==> src/isf_pkg.sv <==
// shared constants and types for the two-wire status-flag block
package isf_pkg;
	// ****************
	// register map
	// ****************
	localparam int ADDR_W = 12;
	localparam logic [7:0] IDX_CTRL = 8'hf0;
	localparam logic [7:0] IDX_SR1 = 8'hf1;
	localparam logic [7:0] IDX_SR2 = 8'hf2;
	localparam logic [7:0] IDX_OWN_LO = 8'hf4;
	localparam logic [7:0] IDX_OWN_HI = 8'hf5;
	localparam logic [7:0] IDX_DATA = 8'hf6;
	localparam logic [7:0] IDX_BCAST = 8'hf7;
	// ****************
	// field positions
	// ****************
	localparam int CTRL_IRQ_EN = 0;
	localparam int CTRL_GC_EN = 4;
	localparam int CTRL_ON = 5;
	localparam int OWN_HI_TEN = 5;
	// ****************
	// reset values and write masks
	// ****************
	localparam logic [7:0] CTRL_RST = 8'h00;
	localparam logic [7:0] OWN_RST = 8'h00;
	localparam logic [7:0] BCAST_RST = 8'ha0;
	localparam logic [7:0] CTRL_MASK = 8'h31;
	localparam logic [7:0] OWN_HI_MASK = 8'h26;
	// ****************
	// bus constants
	// ****************
	localparam logic [7:0] ADDR_IGNORED = 8'h01;
	localparam logic [4:0] TEN_HDR = 5'h1e;
	localparam logic [1:0] RESP_OKAY = 2'h0;
	localparam logic [1:0] RESP_SLVERR = 2'h2;
	localparam int SYNC_STAGES = 3;
	// ****************
	// byte-engine events, same clock
	// ****************
	typedef struct packed {
		logic start_made;
		logic header_sent;
		logic tx_ack_clock;
		logic rx_ack_clock;
		logic dir_send;
		logic addr_valid;
		logic [7:0] addr_byte;
		logic addr_acked;
		logic no_ack;
		logic arb_lost;
		logic byte_active;
		logic ack_pulse;
		logic dma_done;
	} isf_evt_t;
endpackage : isf_pkg

==> src/isf_status_flags.sv <==
// status flags, clock stretch and register slave of the two-wire interface
// ****************
// How it works
// - event flag is the or of all event flags, drops when all cleared
// - ten-bit header flag: set after header; cleared by sequence, stop flag, off
// - direction valid with byte-done; cleared with it, stop, arbitration, off
// - bus-busy set on any start, cleared on stop, even when off
// - transmit: byte-done after ack clock; cleared by status read then data write
// - receive: byte-done after ack clock; cleared by status read then data read
// - clock held low while byte-done, address match or start-sent is set
// - address match on own or broadcast address; cleared by status read, off
// - master role set on made start; cleared by stop, arbitration loss, off
// - start-sent set on made start; cleared by status read then data write
// - master address acknowledged flag set when address byte is acknowledged
// - ack failure set on missing ack; cleared by second status read, off
// - stop flag set on stop after acknowledge as slave; cleared by read, off
// - arbitration loss sets flag, drops master role; cleared by read, off
// - bus error on start or stop inside a byte; cleared by read, off
// - misplaced start adds arbitration loss; stop on ack pulse adds ack failure
// - broadcast match with enable sets flag; cleared by stop or off
// - event flags except master address acknowledged raise the interrupt request when interrupts are enabled
// - flag set during its clearing status read is reported but raises no request
// - top two bits of second status read as zero
// - interface off clears both status registers except bus-busy and releases the clock line
// ****************
//
// Design decision made here: the AXI4-Lite slave port.
module isf_status_flags import isf_pkg::*; (
	// clock and reset
	input logic aclk,
	input logic aresetn,
	// axi4-lite write
	input logic [ADDR_W-1:0] awaddr,
	input logic awvalid,
	output logic awready,
	input logic [31:0] wdata,
	input logic [3:0] wstrb,
	input logic wvalid,
	output logic wready,
	output logic [1:0] bresp,
	output logic bvalid,
	input logic bready,
	// axi4-lite read
	input logic [ADDR_W-1:0] araddr,
	input logic arvalid,
	output logic arready,
	output logic [31:0] rdata,
	output logic [1:0] rresp,
	output logic rvalid,
	input logic rready,
	// bus lines
	input logic scl_line,
	input logic sda_line,
	output logic scl_drive,
	output logic scl_oe,
	// byte engine
	input isf_evt_t evt,
	input logic [7:0] rx_byte,
	output logic [7:0] tx_byte,
	output logic data_written,
	output logic data_taken,
	output logic irq
);
	// ****************
	// decode
	// ****************
	function automatic logic hit(input logic [ADDR_W-1:0] a, input logic [7:0] idx);
		return a == {2'b00, idx, 2'b00};
	endfunction : hit

	function automatic logic mapped(input logic [ADDR_W-1:0] a);
		return hit(a, IDX_CTRL) | hit(a, IDX_SR1) | hit(a, IDX_SR2) | hit(a, IDX_OWN_LO)
			| hit(a, IDX_OWN_HI) | hit(a, IDX_DATA) | hit(a, IDX_BCAST);
	endfunction : mapped

	logic [ADDR_W-1:0] aw_addr_q;
	logic [31:0] w_data_q;
	logic [3:0] w_strb_q;
	logic aw_have_q, w_have_q;
	logic [7:0] ctrl_q, own_lo_q, own_hi_q, bcast_q;
	logic btf_q, tra_q, sb_q, ten_bit_header_sent_q, slave_addr_match_q, msl_q, busy_q;
	logic af_q, stop_seen_q, arbitration_lost_q, misplaced_condition_q, broadcast_match_q, addr_acked_master_q;
	logic armed_q, hdr_ok_q, slave_acked_q;
	logic [1:0] lines;
	logic start_det, stop_det;

	// ****************
	// line watcher
	// ****************
	isf_line_watch u_watch (
		.aclk(aclk),
		.aresetn(aresetn),
		.raw({sda_line, scl_line}),
		.level_q(lines),
		.start_q(start_det),
		.stop_q(stop_det)
	);

	// ****************
	// access strobes
	// ****************
	logic wr_go, rd_go, wr0;
	logic on, ten, gc_en;
	logic rd_sr1, rd_sr2, rd_data, wr_data, seq_wr, seq_rd;
	assign wr_go = aw_have_q & w_have_q & ~bvalid;
	assign rd_go = arvalid & arready;
	assign wr0 = wr_go & w_strb_q[0];
	assign on = ctrl_q[CTRL_ON];
	assign ten = own_hi_q[OWN_HI_TEN];
	assign gc_en = ctrl_q[CTRL_GC_EN];
	assign rd_sr1 = rd_go & hit(araddr, IDX_SR1);
	assign rd_sr2 = rd_go & hit(araddr, IDX_SR2);
	assign rd_data = rd_go & hit(araddr, IDX_DATA);
	assign wr_data = wr0 & hit(aw_addr_q, IDX_DATA);
	assign seq_wr = armed_q & wr_data;
	assign seq_rd = armed_q & rd_data;

	// ****************
	// address compare
	// ****************
	logic a_ok, hdr_hit, own_hit, gc_hit;
	assign a_ok = evt.addr_byte != ADDR_IGNORED;
	assign hdr_hit = evt.addr_byte[7:3] == TEN_HDR && evt.addr_byte[2:1] == own_hi_q[2:1];
	assign own_hit = a_ok & (ten ? (hdr_ok_q & evt.addr_byte == own_lo_q)
		: evt.addr_byte[7:1] == own_lo_q[7:1]);
	assign gc_hit = a_ok & gc_en & evt.addr_byte[7:1] == bcast_q[7:1];

	// ****************
	// set terms, all gated by the enable
	// ****************
	logic misplaced, set_btf, set_sb, set_ten_bit_header_sent, set_slave_addr_match, set_broadcast_match, set_addr_acked_master;
	logic set_misplaced_condition, set_arbitration_lost, set_af, set_stop_seen, clr_btf;
	assign misplaced = on & (evt.byte_active | evt.ack_pulse) & (start_det | stop_det);
	assign set_btf = on & (evt.tx_ack_clock | evt.rx_ack_clock);
	assign set_sb = on & evt.start_made;
	assign set_ten_bit_header_sent = on & ten & evt.header_sent;
	assign set_slave_addr_match = on & evt.addr_valid & (own_hit | gc_hit);
	assign set_broadcast_match = on & evt.addr_valid & gc_hit;
	assign set_addr_acked_master = on & msl_q & evt.addr_acked;
	assign set_misplaced_condition = misplaced;
	assign set_arbitration_lost = on & (evt.arb_lost & msl_q | misplaced & start_det);
	assign set_af = on & (evt.no_ack | evt.ack_pulse & stop_det);
	assign set_stop_seen = on & stop_det & ~msl_q & slave_acked_q;
	// transmit clears on write, receive on read
	assign clr_btf = tra_q ? seq_wr : seq_rd;

	// ****************
	// write and read channels
	// ****************
	always_ff @(posedge aclk) begin
		if (!aresetn) begin
			aw_have_q <= 1'b0;
			awready <= 1'b1;
			aw_addr_q <= '0;
		end else if (awvalid & awready) begin
			aw_have_q <= 1'b1;
			awready <= 1'b0;
			aw_addr_q <= awaddr;
		end else if (wr_go) begin
			aw_have_q <= 1'b0;
			awready <= 1'b1;
		end
	end

	always_ff @(posedge aclk) begin
		if (!aresetn) begin
			w_have_q <= 1'b0;
			wready <= 1'b1;
			w_data_q <= '0;
			w_strb_q <= '0;
		end else if (wvalid & wready) begin
			w_have_q <= 1'b1;
			wready <= 1'b0;
			w_data_q <= wdata;
			w_strb_q <= wstrb;
		end else if (wr_go) begin
			w_have_q <= 1'b0;
			wready <= 1'b1;
		end
	end

	always_ff @(posedge aclk) begin
		if (!aresetn) begin
			bvalid <= 1'b0;
			bresp <= RESP_OKAY;
		end else if (wr_go) begin
			bvalid <= 1'b1;
			bresp <= mapped(aw_addr_q) ? RESP_OKAY : RESP_SLVERR;
		end else if (bready) begin
			bvalid <= 1'b0;
		end
	end

	// status read values carry event flags being set this cycle; role, direction and busy bits are registered only
	logic evf_q, evf_now;
	logic [7:0] sr1_val, sr2_val, rd_val;
	assign evf_q = btf_q | slave_addr_match_q | sb_q | ten_bit_header_sent_q | af_q | stop_seen_q | arbitration_lost_q | misplaced_condition_q | addr_acked_master_q;
	assign evf_now = evf_q | set_btf | set_slave_addr_match | set_sb | set_ten_bit_header_sent | set_af | set_stop_seen
		| set_arbitration_lost | set_misplaced_condition | set_addr_acked_master;
	assign sr1_val = {evf_now, ten_bit_header_sent_q | set_ten_bit_header_sent, tra_q, busy_q, btf_q | set_btf,
		slave_addr_match_q | set_slave_addr_match, msl_q, sb_q | set_sb};
	assign sr2_val = {2'b00, addr_acked_master_q | set_addr_acked_master, af_q | set_af, stop_seen_q | set_stop_seen,
		arbitration_lost_q | set_arbitration_lost, misplaced_condition_q | set_misplaced_condition, broadcast_match_q | set_broadcast_match};

	always_comb begin
		rd_val = 8'h00;
		if (hit(araddr, IDX_CTRL)) rd_val = ctrl_q;
		if (hit(araddr, IDX_SR1)) rd_val = sr1_val;
		if (hit(araddr, IDX_SR2)) rd_val = sr2_val;
		if (hit(araddr, IDX_OWN_LO)) rd_val = own_lo_q;
		if (hit(araddr, IDX_OWN_HI)) rd_val = own_hi_q;
		if (hit(araddr, IDX_DATA)) rd_val = rx_byte;
		if (hit(araddr, IDX_BCAST)) rd_val = bcast_q;
	end

	always_ff @(posedge aclk) begin
		if (!aresetn) begin
			arready <= 1'b1;
			rvalid <= 1'b0;
			rdata <= '0;
			rresp <= RESP_OKAY;
		end else if (rd_go) begin
			arready <= 1'b0;
			rvalid <= 1'b1;
			rdata <= {24'h000000, rd_val};
			rresp <= mapped(araddr) ? RESP_OKAY : RESP_SLVERR;
		end else if (rvalid & rready) begin
			arready <= 1'b1;
			rvalid <= 1'b0;
		end
	end

	// ****************
	// software registers
	// ****************
	// off also drops interrupt and broadcast enables
	always_ff @(posedge aclk) begin
		if (!aresetn) begin
			ctrl_q <= CTRL_RST;
		end else if (wr0 & hit(aw_addr_q, IDX_CTRL)) begin
			ctrl_q <= w_data_q[CTRL_ON] ? w_data_q[7:0] & CTRL_MASK : CTRL_RST;
		end
	end

	// own high and broadcast addresses are frozen while the interface is on; own low stays writable
	always_ff @(posedge aclk) begin
		if (!aresetn) begin
			own_lo_q <= OWN_RST;
			own_hi_q <= OWN_RST;
			bcast_q <= BCAST_RST;
		end else begin
			if (wr0 & hit(aw_addr_q, IDX_OWN_LO)) own_lo_q <= w_data_q[7:0];
			if (wr0 & ~on & hit(aw_addr_q, IDX_OWN_HI)) own_hi_q <= w_data_q[7:0] & OWN_HI_MASK;
			if (wr0 & ~on & hit(aw_addr_q, IDX_BCAST)) bcast_q <= w_data_q[7:0];
		end
	end

	always_ff @(posedge aclk) begin
		if (!aresetn) begin
			tx_byte <= 8'h00;
			data_written <= 1'b0;
			data_taken <= 1'b0;
		end else begin
			if (wr_data) tx_byte <= w_data_q[7:0];
			data_written <= wr_data;
			data_taken <= rd_data;
		end
	end

	// ****************
	// sequence and address tracking
	// ****************
	// a first-status read arms the data access that completes a clear
	always_ff @(posedge aclk) begin
		if (!aresetn) begin
			armed_q <= 1'b0;
		end else if (!on) begin
			armed_q <= 1'b0;
		end else if (rd_sr1) begin
			armed_q <= 1'b1;
		end else if (wr_data | rd_data) begin
			armed_q <= 1'b0;
		end
	end

	always_ff @(posedge aclk) begin
		if (!aresetn) begin
			hdr_ok_q <= 1'b0;
		end else if (!on | start_det | stop_det) begin
			hdr_ok_q <= 1'b0;
		end else if (evt.addr_valid) begin
			hdr_ok_q <= ten & hdr_hit;
		end
	end

	always_ff @(posedge aclk) begin
		if (!aresetn) begin
			slave_acked_q <= 1'b0;
		end else if (!on | start_det | stop_det) begin
			slave_acked_q <= 1'b0;
		end else if ((set_btf | set_slave_addr_match) & ~msl_q) begin
			slave_acked_q <= 1'b1;
		end
	end

	// ****************
	// first status flags
	// ****************
	// bus tracking ignores the enable
	always_ff @(posedge aclk) begin
		if (!aresetn) begin
			busy_q <= 1'b0;
		end else if (start_det) begin
			busy_q <= 1'b1;
		end else if (stop_det) begin
			busy_q <= 1'b0;
		end
	end

	always_ff @(posedge aclk) begin
		if (!aresetn | !on) begin
			btf_q <= 1'b0;
		end else if (set_btf) begin
			btf_q <= 1'b1;
		end else if (clr_btf | evt.dma_done) begin
			btf_q <= 1'b0;
		end
	end

	always_ff @(posedge aclk) begin
		if (!aresetn | !on) begin
			tra_q <= 1'b0;
		end else if (set_btf) begin
			tra_q <= evt.dir_send;
		end else if (clr_btf | evt.dma_done | set_stop_seen | set_arbitration_lost) begin
			tra_q <= 1'b0;
		end
	end

	always_ff @(posedge aclk) begin
		if (!aresetn | !on) begin
			sb_q <= 1'b0;
		end else if (set_sb) begin
			sb_q <= 1'b1;
		end else if (seq_wr) begin
			sb_q <= 1'b0;
		end
	end

	always_ff @(posedge aclk) begin
		if (!aresetn | !on) begin
			ten_bit_header_sent_q <= 1'b0;
		end else if (set_ten_bit_header_sent) begin
			ten_bit_header_sent_q <= 1'b1;
		end else if (seq_wr | set_stop_seen) begin
			ten_bit_header_sent_q <= 1'b0;
		end
	end

	// the clearing read wins: a late set is only reported
	always_ff @(posedge aclk) begin
		if (!aresetn | !on) begin
			slave_addr_match_q <= 1'b0;
		end else if (rd_sr1) begin
			slave_addr_match_q <= 1'b0;
		end else if (set_slave_addr_match) begin
			slave_addr_match_q <= 1'b1;
		end
	end

	always_ff @(posedge aclk) begin
		if (!aresetn | !on) begin
			msl_q <= 1'b0;
		end else if (stop_det | set_arbitration_lost) begin
			msl_q <= 1'b0;
		end else if (evt.start_made) begin
			msl_q <= 1'b1;
		end
	end

	// ****************
	// second status flags
	// ****************
	always_ff @(posedge aclk) begin
		if (!aresetn | !on | rd_sr2) begin
			af_q <= 1'b0;
			stop_seen_q <= 1'b0;
			arbitration_lost_q <= 1'b0;
			misplaced_condition_q <= 1'b0;
			addr_acked_master_q <= 1'b0;
		end else begin
			if (set_af) af_q <= 1'b1;
			if (set_stop_seen) stop_seen_q <= 1'b1;
			if (set_arbitration_lost) arbitration_lost_q <= 1'b1;
			if (set_misplaced_condition) misplaced_condition_q <= 1'b1;
			if (set_addr_acked_master) addr_acked_master_q <= 1'b1;
		end
	end

	always_ff @(posedge aclk) begin
		if (!aresetn | !on | stop_det) begin
			broadcast_match_q <= 1'b0;
		end else if (set_broadcast_match) begin
			broadcast_match_q <= 1'b1;
		end
	end

	// ****************
	// clock stretch and interrupt
	// ****************
	// error flags never stretch, so the bus can recover
	always_ff @(posedge aclk) begin
		if (!aresetn) begin
			scl_oe <= 1'b0;
			scl_drive <= 1'b0;
		end else begin
			scl_oe <= on & (btf_q | slave_addr_match_q | sb_q);
			scl_drive <= 1'b0;
		end
	end

	always_ff @(posedge aclk) begin
		if (!aresetn) begin
			irq <= 1'b0;
		end else begin
			irq <= ctrl_q[CTRL_IRQ_EN] & (btf_q | ten_bit_header_sent_q | slave_addr_match_q | sb_q | af_q | stop_seen_q
				| arbitration_lost_q | misplaced_condition_q);
		end
	end

	// level is kept for visibility of a stuck line only
	logic unused_lines;
	assign unused_lines = ^lines;
endmodule : isf_status_flags

==> src/isf_line_watch.sv <==
// synchronises the two bus lines and finds start and stop conditions
module isf_line_watch import isf_pkg::*; (
	// clock and reset
	input logic aclk,
	input logic aresetn,
	// raw lines, bit 0 clock, bit 1 data
	input logic [1:0] raw,
	// filtered levels and condition pulses
	output logic [1:0] level_q,
	output logic start_q,
	output logic stop_q
);
	logic [1:0] agree;
	logic [1:0] new_lvl;

	// ****************
	// three-stage synchronisers
	// ****************
	genvar g;
	generate
		for (g = 0; g < 2; g++) begin : g_line
			logic [SYNC_STAGES-1:0] sync_q;
			always_ff @(posedge aclk) begin
				if (!aresetn) begin
					sync_q <= '1;
				end else begin
					sync_q <= {sync_q[SYNC_STAGES-2:0], raw[g]};
				end
			end
			// only stages two and three are looked at
			assign agree[g] = sync_q[1] == sync_q[2];
			assign new_lvl[g] = agree[g] ? sync_q[1] : level_q[g];
		end
	endgenerate

	// ****************
	// levels and conditions
	// ****************
	always_ff @(posedge aclk) begin
		if (!aresetn) begin
			level_q <= 2'h3;
			start_q <= 1'b0;
			stop_q <= 1'b0;
		end else begin
			level_q <= new_lvl;
			start_q <= level_q[0] & new_lvl[0] & level_q[1] & ~new_lvl[1];
			stop_q <= level_q[0] & new_lvl[0] & ~level_q[1] & new_lvl[1];
		end
	end
endmodule : isf_line_watch

==> config.mk <==
export PLATFORM = sky130hd
export DESIGN_NAME = isf_status_flags
export DESIGN_NICKNAME = d
export VERILOG_FILES = /design/src/isf_pkg.sv /design/src/isf_status_flags.sv /design/src/isf_line_watch.sv
export SDC_FILE = /design/constraint.sdc
export NUM_CORES = 1
export LEC_CHECK = 0
export BUFFER_PORTS_ARGS = -buffer_cell sky130_fd_sc_hd__buf_2
export CAP_MARGIN = 10
export CORE_MARGIN = 2
export CORE_UTILIZATION = 55
export CTS_CLUSTER_DIAMETER = 120
export DETAILED_ROUTE_END_ITERATION = 10
export GPL_ROUTABILITY_DRIVEN = 0
export PLACE_DENSITY = 0.85
export SLEW_MARGIN = 20
export SYNTH_ARGS = -nofsm -noshare
export SYNTH_HDL_FRONTEND = slang
export SYNTH_HIERARCHICAL = 1
export SYNTH_SLANG_ARGS = --single-unit
==> constraint.sdc <==
create_clock -name aclk -period 5.8 [get_ports aclk]
set_input_delay 0.58 -clock aclk [delete_from_list [all_inputs] [get_ports aclk]]
set_output_delay 0.58 -clock aclk [all_outputs]
set_load 0.03 [all_outputs]
==> After elaboration in Yosys (flattened, before gate mapping) <==
Index checks and enable logic that the tools add are counted.
{ "totals": {"output_inout_bits": 54, "wordCells": 240, "register_bits": 105, "input_bits": 97} }
{ "classes": {"eq_ne": 22, "bitwise_logic": 120, "mux": 38, "n_reduce_logical": 17} }
{ "op_table": {"columns": ["op", "count"], "rows": [
  ["$eq 12x10->1 const B", 14],
  ["$or 1x1->1", 64],
  ["$mux 8", 7],
  ["$and 1x1->1", 50],
  ["$mux 1", 28],
  ["$reduce_bool 2->1", 10],
  ["$eq 7x7->1", 2],
  ["$eq 8x8->1", 1],
  ["$ne 8x1->1 const B", 1],
  ["$mux 6", 1],
  ["$not 1->1", 6],
  ["$reduce_or 2->1", 3],
  ["$eq 5x5->1 const B", 1],
  ["$mux 2", 2],
  ["$eq 1x1->1", 2],
  ["$eq 2x2->1", 1],
  ["$logic_not 1->1", 2],
  ["$reduce_and 2->1", 1],
  ["$logic_and 1x1->1", 1]
]} }

==> Depth between registers and ports, before layout <==
Gate-level depths: netlist (run 1).
{ "logic_depth": {"depth_word": 23, "ltp_mapped": 7, "ltp_nobuf": 5} }

==> Hierarchy <==
Netlist (run 1), hierarchy kept.
{ "by_module_without_submodules": {"columns": ["module", "cells_per_inst", "area_each_um2", "n_inst"], "rows": [
  ["isf_status_flags", 538, 4446.8, 1],
  ["isf_line_watch", 26, 309.0, 1]
]} }

==> Worst setup path after synthesis (run 1) <==
Ideal clock, no wire load.
{ "synth_timing": {"path_kind": "input-to-reg", "from": "input port araddr[4]", "to": "register rdata[2]", "slack_ns": 3.656, "path_buffers": 0, "setup_time_ns": 0.070, "t_required_ns": 5.730, "t_arrival_ns": 2.074, "path_stages": 5, "path_cell_list": "or4b_2 or4_1 o32ai_1 o221ai_1 a21oi_1"} }
{ "synth_between": {"elab_chain_cells": 8, "elab_cells_between_ends": 14, "cone_classes": "7 x eq/ne; 7 x mux"} }
{ "synth_rtl": {"columns": ["element", "line", "source"], "rows": [
  ["start: declaration", "isf_status_flags.sv:44", "input logic [ADDR_W-1:0] araddr,"],
  ["$eq 12x10->1", "isf_status_flags.sv:68", "return a == {2'b00, idx, 2'b00};"],
  ["$mux 8", "isf_status_flags.sv:207", "if (hit(araddr, IDX_CTRL)) rd_val = ctrl_q;"],
  ["$mux 8", "isf_status_flags.sv:208", "if (hit(araddr, IDX_SR1)) rd_val = sr1_val;"],
  ["$mux 8", "isf_status_flags.sv:209", "if (hit(araddr, IDX_SR2)) rd_val = sr2_val;"],
  ["$mux 8", "isf_status_flags.sv:210", "if (hit(araddr, IDX_OWN_LO)) rd_val = own_lo_q;"],
  ["$mux 8", "isf_status_flags.sv:211", "if (hit(araddr, IDX_OWN_HI)) rd_val = own_hi_q;"],
  ["$mux 8", "isf_status_flags.sv:212", "if (hit(araddr, IDX_DATA)) rd_val = rx_byte;"],
  ["$mux 8 (*)", "isf_status_flags.sv:213", "if (hit(araddr, IDX_BCAST)) rd_val = bcast_q;"],
  ["end signal: assignment", "isf_status_flags.sv:225", "rdata <= {24'h000000, rd_val};"],
  ["end: declaration", "isf_status_flags.sv:47", "output logic [31:0] rdata,"]
]} }
Every way passes the cells marked *; elsewhere a longest branch is shown, timed or not.
A chain may end at the register's enable or synchronous reset.

==> Final worst setup path (run 1) <==
{ "layout_timing": {"from": "register aw_addr_q[0]", "to": "register btf_q"} }
{ "layout_between": {"elab_chain_cells": 6} }
{ "layout_rtl": {"columns": ["element", "line", "source"], "rows": [
  ["start: declaration", "isf_status_flags.sv:76", "logic [ADDR_W-1:0] aw_addr_q;"],
  ["start signal: assignment", "isf_status_flags.sv:158", "aw_addr_q <= awaddr;"],
  ["$eq 12x10->1", "isf_status_flags.sv:68", null],
  ["$and 1x1->1", "isf_status_flags.sv:114", "assign wr_data = wr0 & hit(aw_addr_q, IDX_DATA);"],
  ["$and 1x1->1", "isf_status_flags.sv:115", "assign seq_wr = armed_q & wr_data;"],
  ["$mux 1", "isf_status_flags.sv:145", "assign clr_btf = tra_q ? seq_wr : seq_rd;"],
  ["$or 1x1->1", "isf_status_flags.sv:325", "end else if (clr_btf | evt.dma_done) begin"],
  ["$reduce_bool 2->1 (no line)", null, null],
  ["end signal: assignment", "isf_status_flags.sv:322", "btf_q <= 1'b0;"],
  ["end signal: assignment", "isf_status_flags.sv:324", "btf_q <= 1'b1;"],
  ["end signal: assignment", "isf_status_flags.sv:326", "btf_q <= 1'b0;"],
  ["end: declaration", "isf_status_flags.sv:81", "logic btf_q, tra_q, sb_q, ten_bit_header_sent_q, slave_addr_match_q, msl_q, busy_q;"]
]} }
Every way passes these cells.

==> impl_metrics.yaml, run 1 <==
status:
  status: "complete, no violations"
critical_path:
  required_ns: 6.04
  critPathMaxFanout: 20
  worst-setup-path-type: "register to register"
  cp.arrival_ns: 3.01
  crit_path_end_kind: "register"
  crit_path_start_kind: "register"
  r2r_setup_slack_ns: 3.03
global_route:
  antenna_found_initial: 0
  grt_max_degree: 94
  gr-total-overflow: 0
  grt_pass1_wl_microns: 19800
  track_usage: 0.256
  first_global_vias: 4137
routing:
  drt-initial-drc-count: 380
  first_pass_iters: 6
  drc: 0
  avgRoutedWirePerCell_microns: 16.1
  wirelength_microns: 12100
  drtAntennaViolNets: 0
  vias_per_cell: 5.87
  route.vias.total: 4406
cells_and_area:
  layout-drive-gt1-share: 0.202
  fin_cells: 750
  nFillCells: 739
  area_delta_synth_final_pct: 12.7
  layout.nets: 737
  area.sequential_sq_um: 1960
  multi_input_area_sq_um: 2530
  n_antenna_cell: 0
die:
  die_y_microns: 97.0
  die-area_sq_um: 9410
  rows: 33
  pin_count: 151
  core_area_sq_um: 8300
  die_w_microns: 97.0
  initial_core_util: 0.573
clocking:
  cts-root-buf: "clkbuf_8"
  clock_latency_ns: 0.36
  htreeDepth: 3
  cts.sinks: 98
  path_clk_slew_ns: 0.09
  cts-resized-gates: 0
  ctsLongestPathBuffers: 2
  cts_setup_buffers: 0
  ctsHoldBuffers: 0
  cts_tree: "built"
  cts_buffers: 9
pwr:
  switching_share: 0.260
  leakage_nw: 2.25
  combPwrFrac: 0.116
  switchingPower_uw: 343
  power.density_nw_per_um2: 246
  irDropWorstVdd_uv: 149
  p_seq_frac: 0.532
  internal_power_uw: 977
  clock_power_share: 0.352
sta:
  worst_slew_pin_slew_ns: 0.805
  setup_viol: 0
  finalCriticalPeriod_ns: 2.77
  relSlewSlack: 0.463
  max_freq_mhz: 362
  min_period_over_period: 0.477
  finClkSkew_ns: 0.0101
  drv_slew: 0
  hold_violations: 0
  finalSetupTns_ns: 0
  rsz0062_at_grt: "false"
logic_synthesis:
  synthFlopType: "dfxtp_1"
  avgSynthCellArea_sq_um: 8.43
  synth_cell_type_count: 68
  netlist_instances: 564
  synthesis.area_sq_um: 4760
  synth-edff-count: 0
  synth_top_cell_by_area: "dfxtp_1"
  yosysWarnings: 6
  synth.top_cells.by_area: "dfxtp_1 (41%), nand2_1 (7.1%), buf_4 (4.3%)"
  yosysSeqAreaShare: 0.413
  ys_ff_latch: 98
  async_flop_share: 0
  yosysTopAreaCellShare: 0.413
place:
  dp.cells: 734
  hpwl_microns: 8880
  portBuffers: 96
hold_path:
  hold_class: "primary input to register"
flow_run:
  maxCapViolCount: 0
final cells by class:
class / instances / share of cell area
clock buffer: 13 / 0.0315
clock inverter: 3 / 0.00864
inverter: 10 / 0.00700
multi-input combinational: 424 / 0.471
sequential: 98 / 0.366
tap: 105 / 0.0245
timing repair buffer: 97 / 0.0910
stage by stage:
step	hold slack (ns)	area (sq um)	total power [mW]	utilization	worst slack [ns]
6_report	0.391	5360	1.32	0.646	3.03
5_1_grt	0.402	5360	1.37	0.646	2.87
4_1_cts	0.387	5360	1.32	0.646	3.06
3_5_place_dp	0.395	5140	0.870	0.620	3.06
3_3_place_gp	0.390	5140	0.864	0.620	3.16
2_1_floorplan	0.385	4850	0.832	-	3.66
sequential cells by signal (all words and copies together), names as in the netlist, 2 cells and up:
| signal | count |
|---|---|
| aw_addr_q | 12 |
| u_watch/level_q | 2 |
| tx_byte | 8 |
| rdata | 8 |
| ctrl_q | 3 |
| w_data_q | 8 |
| u_watch/g_line.sync_q | 6 |
| bcast_q | 8 |
| own_lo_q | 8 |
| own_hi_q | 3 |
cells in the mapped netlist (all sizes together) (2+ instances only):
cell type and n:
or4 2, and4b 2, and4 2, o22ai 2, nand4b 4, o21ai 29, a21o 3, nand2b 3
clkbuf 27, o21a 5, or2b 6, inv 10, xor2 12, nand4 9, mux2i 17, a21oi 16
and2 5, or4b 2, o32ai 4, o221ai 2, nor4b 2, nor3 14, nand3 20, and3 7
a41oi 2, nand2 90, o31ai 3, xnor2 6, o211a 3, a31o 7, nor2 35, o211ai 3
a21boi 26, or3 4, a32oi 2, a31oi 5, nor4 9, dfxtp 98, a211oi 3, mux2 2
buf 31, nor2b 6, nor3b 9
path summary, 6_finish.rpt:
| check | startpoint | cells past startpoint | endpoint |
|---|---|---|---|
| worst max register to register | aw_addr_q[0] | 5 | btf_q |
| worst min-delay path | sda_line | 2 | u_watch/g_line[1].sync_q[0] |
| worst min register to register | u_watch/g_line[1].sync_q[0] | 1 | u_watch/g_line[1].sync_q[1] |
| worst max-delay path | aw_addr_q[0] | 5 | btf_q |
power groups by stage:
stage               Clock (mW)  Sequential, mW  Combinational (mW)
floorplan                    0           0.726               0.106
global placement             0           0.717               0.147
detailed placement           0           0.718               0.152
CTS                      0.467           0.702               0.152
global route             0.498           0.705               0.168
finish                   0.464           0.703               0.153
metal layers:
layer  share of wire  up-vias  GRT usage
met5               0        -          0
met4           0.028        0      0.111
met3           0.093       35     0.0455
met2            0.49      233      0.429
met1            0.39     2035      0.324
li1                -     2103          -
worst max-delay path, cell delays in order (launching register included):
cell,delay (ns)
dfxtp_1,0.32
or3_4,0.40
nor4_4,0.41
nand4b_1,0.68
and4_1,0.48
or3_1,0.35
layout by cell type, fill, tap and decap left out, drive strengths merged, types with 10 or more instances in the layout:
cell type / instances
dfxtp: 98
buf: 97
nand2: 90
nor2: 35
o21ai: 29
conb: 27
a21boi: 26
nand3: 20
mux2i: 17
a21oi: 16
nor3: 14
clkbuf: 13
xor2: 12
inv: 10
cell families after synthesis:
kind of cell | count (synthesis) | synth area share
and+or+nand+nor | 235 | 0.254
buffers and inverters | 68 | 0.0768
muxes | 19 | 0.0405
DFF | 98 | 0.413
other | 1 | 0.000789
xor gates and xnor gates | 18 | 0.0331
AOI/OAI and AO/OA | 125 | 0.182
No activity file was read; power rests on OpenSTA's default activity.
==> run 2: changes to the inputs <==
--- a/config.mk
+++ b/config.mk
@@ -8,11 +8,11 @@
 export BUFFER_PORTS_ARGS = -buffer_cell sky130_fd_sc_hd__buf_2
 export CAP_MARGIN = 10
 export CORE_MARGIN = 2
-export CORE_UTILIZATION = 55
+export CORE_UTILIZATION = 51
 export CTS_CLUSTER_DIAMETER = 120
 export DETAILED_ROUTE_END_ITERATION = 10
 export GPL_ROUTABILITY_DRIVEN = 0
-export PLACE_DENSITY = 0.85
+export PLACE_DENSITY = 0.8
 export SLEW_MARGIN = 20
 export SYNTH_ARGS = -nofsm -noshare
 export SYNTH_HDL_FRONTEND = slang
==> constraint.sdc (replaced) <==
create_clock -name aclk -period 2.7 [get_ports aclk]
set_input_delay 0.27 -clock aclk [delete_from_list [all_inputs] [get_ports aclk]]
set_output_delay 0.27 -clock aclk [all_outputs]
set_load 0.03 [all_outputs]
==> impl_metrics.yaml, run 2 (synthesis results as in run 1) <==
place:
  dp.cells: 748
  hpwl_microns: 9040
  portBuffers: 96
sta:
  worst_slew_pin_slew_ns: 0.611
  finalSetupTns_ns: 0
  max_freq_mhz: 461
  setup_viol: 0
  drv_slew: 0
  rsz0062_at_grt: "false"
  min_period_over_period: 0.804
  finalCriticalPeriod_ns: 2.17
  relSlewSlack: 0.592
  hold_violations: 0
  finClkSkew_ns: 0.0108
critical_path:
  crit_path_end_kind: "register"
  worst-setup-path-type: "register to register"
  cp.arrival_ns: 2.43
  max_stage_delay_ns: 0.59
  crit_path_start_kind: "register"
  required_ns: 2.96
  critPathMaxFanout: 8
  cp_slowest_cell: "or3_2"
  crit_path_cell_trace: "or3_4 > nor4_4 > nand2_1 > or3_2 > mux2i_1"
routing:
  avgRoutedWirePerCell_microns: 16.0
  vias_per_cell: 5.76
  drt-initial-drc-count: 193
  drtAntennaViolNets: 0
  drc: 0
  route.vias.total: 4397
  first_pass_iters: 7
  wirelength_microns: 12200
global_route:
  track_usage: 0.245
  grt_max_degree: 52
  gr-total-overflow: 0
  first_global_vias: 4123
  grt_pass1_wl_microns: 19500
  antenna_found_initial: 0
flow_run:
  maxCapViolCount: 0
status:
  status: "complete, no violations"
pwr:
  leakage_nw: 2.28
  internal_power_mw: 2.04
  p_seq_frac: 0.531
  switching_share: 0.283
  power.density_nw_per_um2: 525
  irDropWorstVdd_uv: 335
  clock_power_share: 0.351
  combPwrFrac: 0.118
  switchingPower_uw: 805
  fin_total_pwr_mw: 2.84
clocking:
  cts_tree: "built"
  cts.sinks: 98
  htreeDepth: 3
  path_clk_slew_ns: 0.10
  cts_buffers: 9
  ctsHoldBuffers: 0
  cts-resized-gates: 0
  cts_setup_buffers: 0
  ctsLongestPathBuffers: 2
  clock_latency_ns: 0.38
  cts-root-buf: "clkbuf_8"
cells_and_area:
  largest_reg_flops: 12
  final_common_cell: "dfxtp_1"
  area_delta_synth_final_pct: 13.8
  layout_common_cells: "dfxtp_1 (98), buf_2 (96), nand2_1 (90)"
  largest-register: "aw_addr_q"
  fin_cells: 764
  layout-drive-gt1-share: 0.211
  nFillCells: 813
  n_antenna_cell: 0
  area.sequential_sq_um: 1960
  multi_input_area_sq_um: 2530
  layout.nets: 745
die:
  rows: 35
  die-area_sq_um: 10100
  initial_core_util: 0.520
  die_w_microns: 101
  pin_count: 151
  die_y_microns: 101
  core_area_sq_um: 9150
hold_path:
  hold_class: "primary input to register"
[run 2: cell count changes in the layout (fill, tap and decap cells not counted), sizes merged]
cell / before / now
clkbuf: 13 / 10
buf: 97 / 105
inv: 10 / 13
[run 2: stage by stage]
stage | area [sq um] | hold slack, ns | setup WS [ns] | util
CTS | 5410 | 0.0671 | 0.523 | 0.591
detailed placement | 5210 | 0.401 | 0.528 | 0.570
global placement | 5210 | 0.400 | 0.562 | 0.570
global route | 5410 | 0.0627 | 0.454 | 0.591
finish | 5410 | 0.0689 | 0.529 | 0.591
floorplan | 4850 | 0.346 | 0.751 | -
[run 2: area by class of cell]
cell class / instances / area share
clock buffers: 10 / 0.0236
clock inverters: 6 / 0.0132
inverters: 10 / 0.00694
multi-input cells: 424 / 0.467
flip-flops and latches: 98 / 0.363
well taps: 111 / 0.0257
repair buffers: 105 / 0.101
[run 2: critical path: cells and delay by family, from the launching register on]
family | cells | cell delay, ns
DFF | 1 | 0.33
and+or+nand+nor | 4 | 1.56
muxes | 1 | 0.17
[run 2: final timing paths]
kind / depth (start not counted) / slack [ns] / startpoint / end
worst min register to register: 1 / 0.42 / u_watch/g_line[1].sync_q[0] / u_watch/g_line[1].sync_q[1]
worst max register to register: 5 / 0.53 / aw_addr_q[0] / own_lo_q[2]
worst max-delay path: 5 / 0.53 / aw_addr_q[0] / own_lo_q[2]
worst min-delay path: 2 / 0.07 / sda_line / u_watch/g_line[1].sync_q[0]
[run 2: metal layers]
metal	global-route usage	wire, microns	vias to the layer above
li1	-	-	2118
met2	0.402	5780	208
met5	0	0	-
met3	0.0541	997	37
met1	0.305	5050	2034
met4	0.122	374	0
[run 2: power by group through the flow]
stage          Sequential, mW  Clock [mW]  Combinational, mW
4_1_cts                  1.51        1.01              0.335
3_3_place_gp             1.54           0              0.324
2_1_floorplan            1.56           0              0.228
5_1_grt                  1.51        1.07              0.366
6_report                 1.51       0.998              0.336
3_5_place_dp             1.54           0              0.334
==> run 3: changes to the inputs <==
--- a/config.mk
+++ b/config.mk
@@ -8,11 +8,11 @@
 export BUFFER_PORTS_ARGS = -buffer_cell sky130_fd_sc_hd__buf_2
 export CAP_MARGIN = 10
 export CORE_MARGIN = 2
-export CORE_UTILIZATION = 51
+export CORE_UTILIZATION = 46
 export CTS_CLUSTER_DIAMETER = 120
 export DETAILED_ROUTE_END_ITERATION = 10
 export GPL_ROUTABILITY_DRIVEN = 0
-export PLACE_DENSITY = 0.8
+export PLACE_DENSITY = 0.76
 export SLEW_MARGIN = 20
 export SYNTH_ARGS = -nofsm -noshare
 export SYNTH_HDL_FRONTEND = slang
==> constraint.sdc (replaced) <==
create_clock -name aclk -period 1.85 [get_ports aclk]
set_input_delay 0.185 -clock aclk [delete_from_list [all_inputs] [get_ports aclk]]
set_output_delay 0.185 -clock aclk [all_outputs]
set_load 0.03 [all_outputs]
==> impl_metrics.yaml, run 3 (synthesis results as in run 1) <==
critical_path:
  cp.buffers_inverters: 0
  cp_slowest_cell: "or4b_4"
  crit_path_end_kind: "register"
  crit_path_cell_trace: "or3_4 > nor4_4 > nand2_1 > or4b_4 > mux2i_1"
  path_delay_family: "simple AND/OR/NAND/NOR gates"
  worst-setup-path-type: "register to register"
  cp.arrival_ns: 2.16
  critPathMaxFanout: 3
  crit_path_start_kind: "register"
  required_ns: 2.11
  max_stage_delay_ns: 0.54
pwr:
  power.density_nw_per_um2: 742
  leakage_nw: 2.40
  irDropWorstVdd_uv: 617
routing:
  drtAntennaViolNets: 0
  first_pass_iters: 5
  vias_per_cell: 5.50
  route.vias.total: 4460
  drt-initial-drc-count: 262
  wirelength_microns: 12900
  avgRoutedWirePerCell_microns: 15.8
  drc: 0
die:
  core_area_sq_um: 10200
  die_y_microns: 106
  rows: 37
  initial_core_util: 0.467
  die_w_microns: 106
  pin_count: 151
  die-area_sq_um: 11200
sta:
  setup_viol: 5
  max_freq_mhz: 527
  rsz0062_at_grt: "true"
  min_period_over_period: 1.02
  drv_slew: 0
  relSlewSlack: 0.629
  fin_ws_ns: -0.0460
  finalCriticalPeriod_ns: 1.90
  whs_ns: 0.0472
  hold_violations: 0
  finClkSkew_ns: 0.00894
  worst_slew_pin_slew_ns: 0.555
cells_and_area:
  largest_reg_flops: 12
  final_common_cell: "dfxtp_1"
  layout_common_cells: "dfxtp_1 (97), buf_2 (96), nand2_1 (90)"
  layout.nets: 766
  largest-register: "aw_addr_q"
  fin_area_sq_um: 5670
  nFillCells: 955
  area_delta_synth_final_pct: 19.3
  layout-drive-gt1-share: 0.243
  fin_cells: 811
clocking:
  ctsLongestPathBuffers: 2
  htreeDepth: 3
  cts-root-buf: "clkbuf_8"
  cts.sinks: 98
  cts_buffers: 9
  path_clk_slew_ns: 0.10
  cts_tree: "built"
  clock_latency_ns: 0.37
global_route:
  grt_pass1_wl_microns: 20400
  first_global_vias: 4196
  antenna_found_initial: 1
  track_usage: 0.229
  gr-total-overflow: 0
  grt_max_degree: 65
hold_path:
  hold_class: "primary input to register"
status:
  violations: "negative setup slack"
  status: "finished, violations left"
place:
  hpwl_microns: 9630
  portBuffers: 96
  dp.cells: 790
  dpl_cell_area_sq_um: 5380
flow_run:
  maxCapViolCount: 0
run 3: layer usage:
metal	routed length, microns	global-route usage	vias up
met5	0	0	-
met4	495	0.119	0
met3	1200	0.0513	45
met2	5770	0.358	241
met1	5380	0.295	2017
li1	-	-	2157
run 3: repair_timing:
item | in CTS | in global routing
cloned | 0 | 0
endpoints found under the hold margin | 2 | 0
hold buffers | 2 | 0
endpoints found under the setup margin | 13 | 17
gates resized for setup | 3 | 5
setup buffers | 1 | 1
pin swaps | 0 | 4
run 3: through the flow:
step	total power, mW	setup TNS (ns)	util	worst slack (ns)
6_report	4.21	-0.154	0.557	-0.0460
5_1_grt	4.37	-1.50	0.557	-0.136
4_1_cts	4.23	-0.0615	0.554	-0.0331
3_5_place_dp	2.75	-1.03	0.529	-0.130
3_3_place_gp	2.74	-0.568	0.529	-0.0711
2_1_floorplan	2.61	-1.14	-	-0.0990
run 3: area by class of cell:
type	count	area (sq um)	area share
diodes	1	2.50	0.000441
repair buffers	126	727	0.128
clock inverters	7	93.8	0.0165
inverters	10	37.5	0.00662
well taps	136	170	0.0300
clock buffers	9	124	0.0218
multi-input cells	424	2550	0.450
flip-flops and latches	98	1960	0.346
run 3: final timing paths:
path         slack (ns)                           to                   startpoint  cells after the start
min reg2reg        0.43  u_watch/g_line[1].sync_q[1]  u_watch/g_line[1].sync_q[0]                      1
max               -0.05                  own_hi_q[2]                 aw_addr_q[0]                      5
max reg2reg       -0.05                  own_hi_q[2]                 aw_addr_q[0]                      5
min                0.05                        tra_q                      evt[15]                      3
run 3: worst reg2reg max path, cell delays in order (launching register included):
cell,delay [ns]
dfxtp_2,0.33
or3_4,0.39
nor4_4,0.26
nand2_1,0.13
or4b_4,0.54
mux2i_1,0.14
run 3: power breakdown:
group	total [mW]	switching, mW	internal, mW	leakage [nW]
logic	0.512	0.329	0.183	1.50
registers	2.21	0.0421	2.16	0.797
clock network	1.49	0.830	0.662	0.107
total	4.21	1.20	3.01	2.40
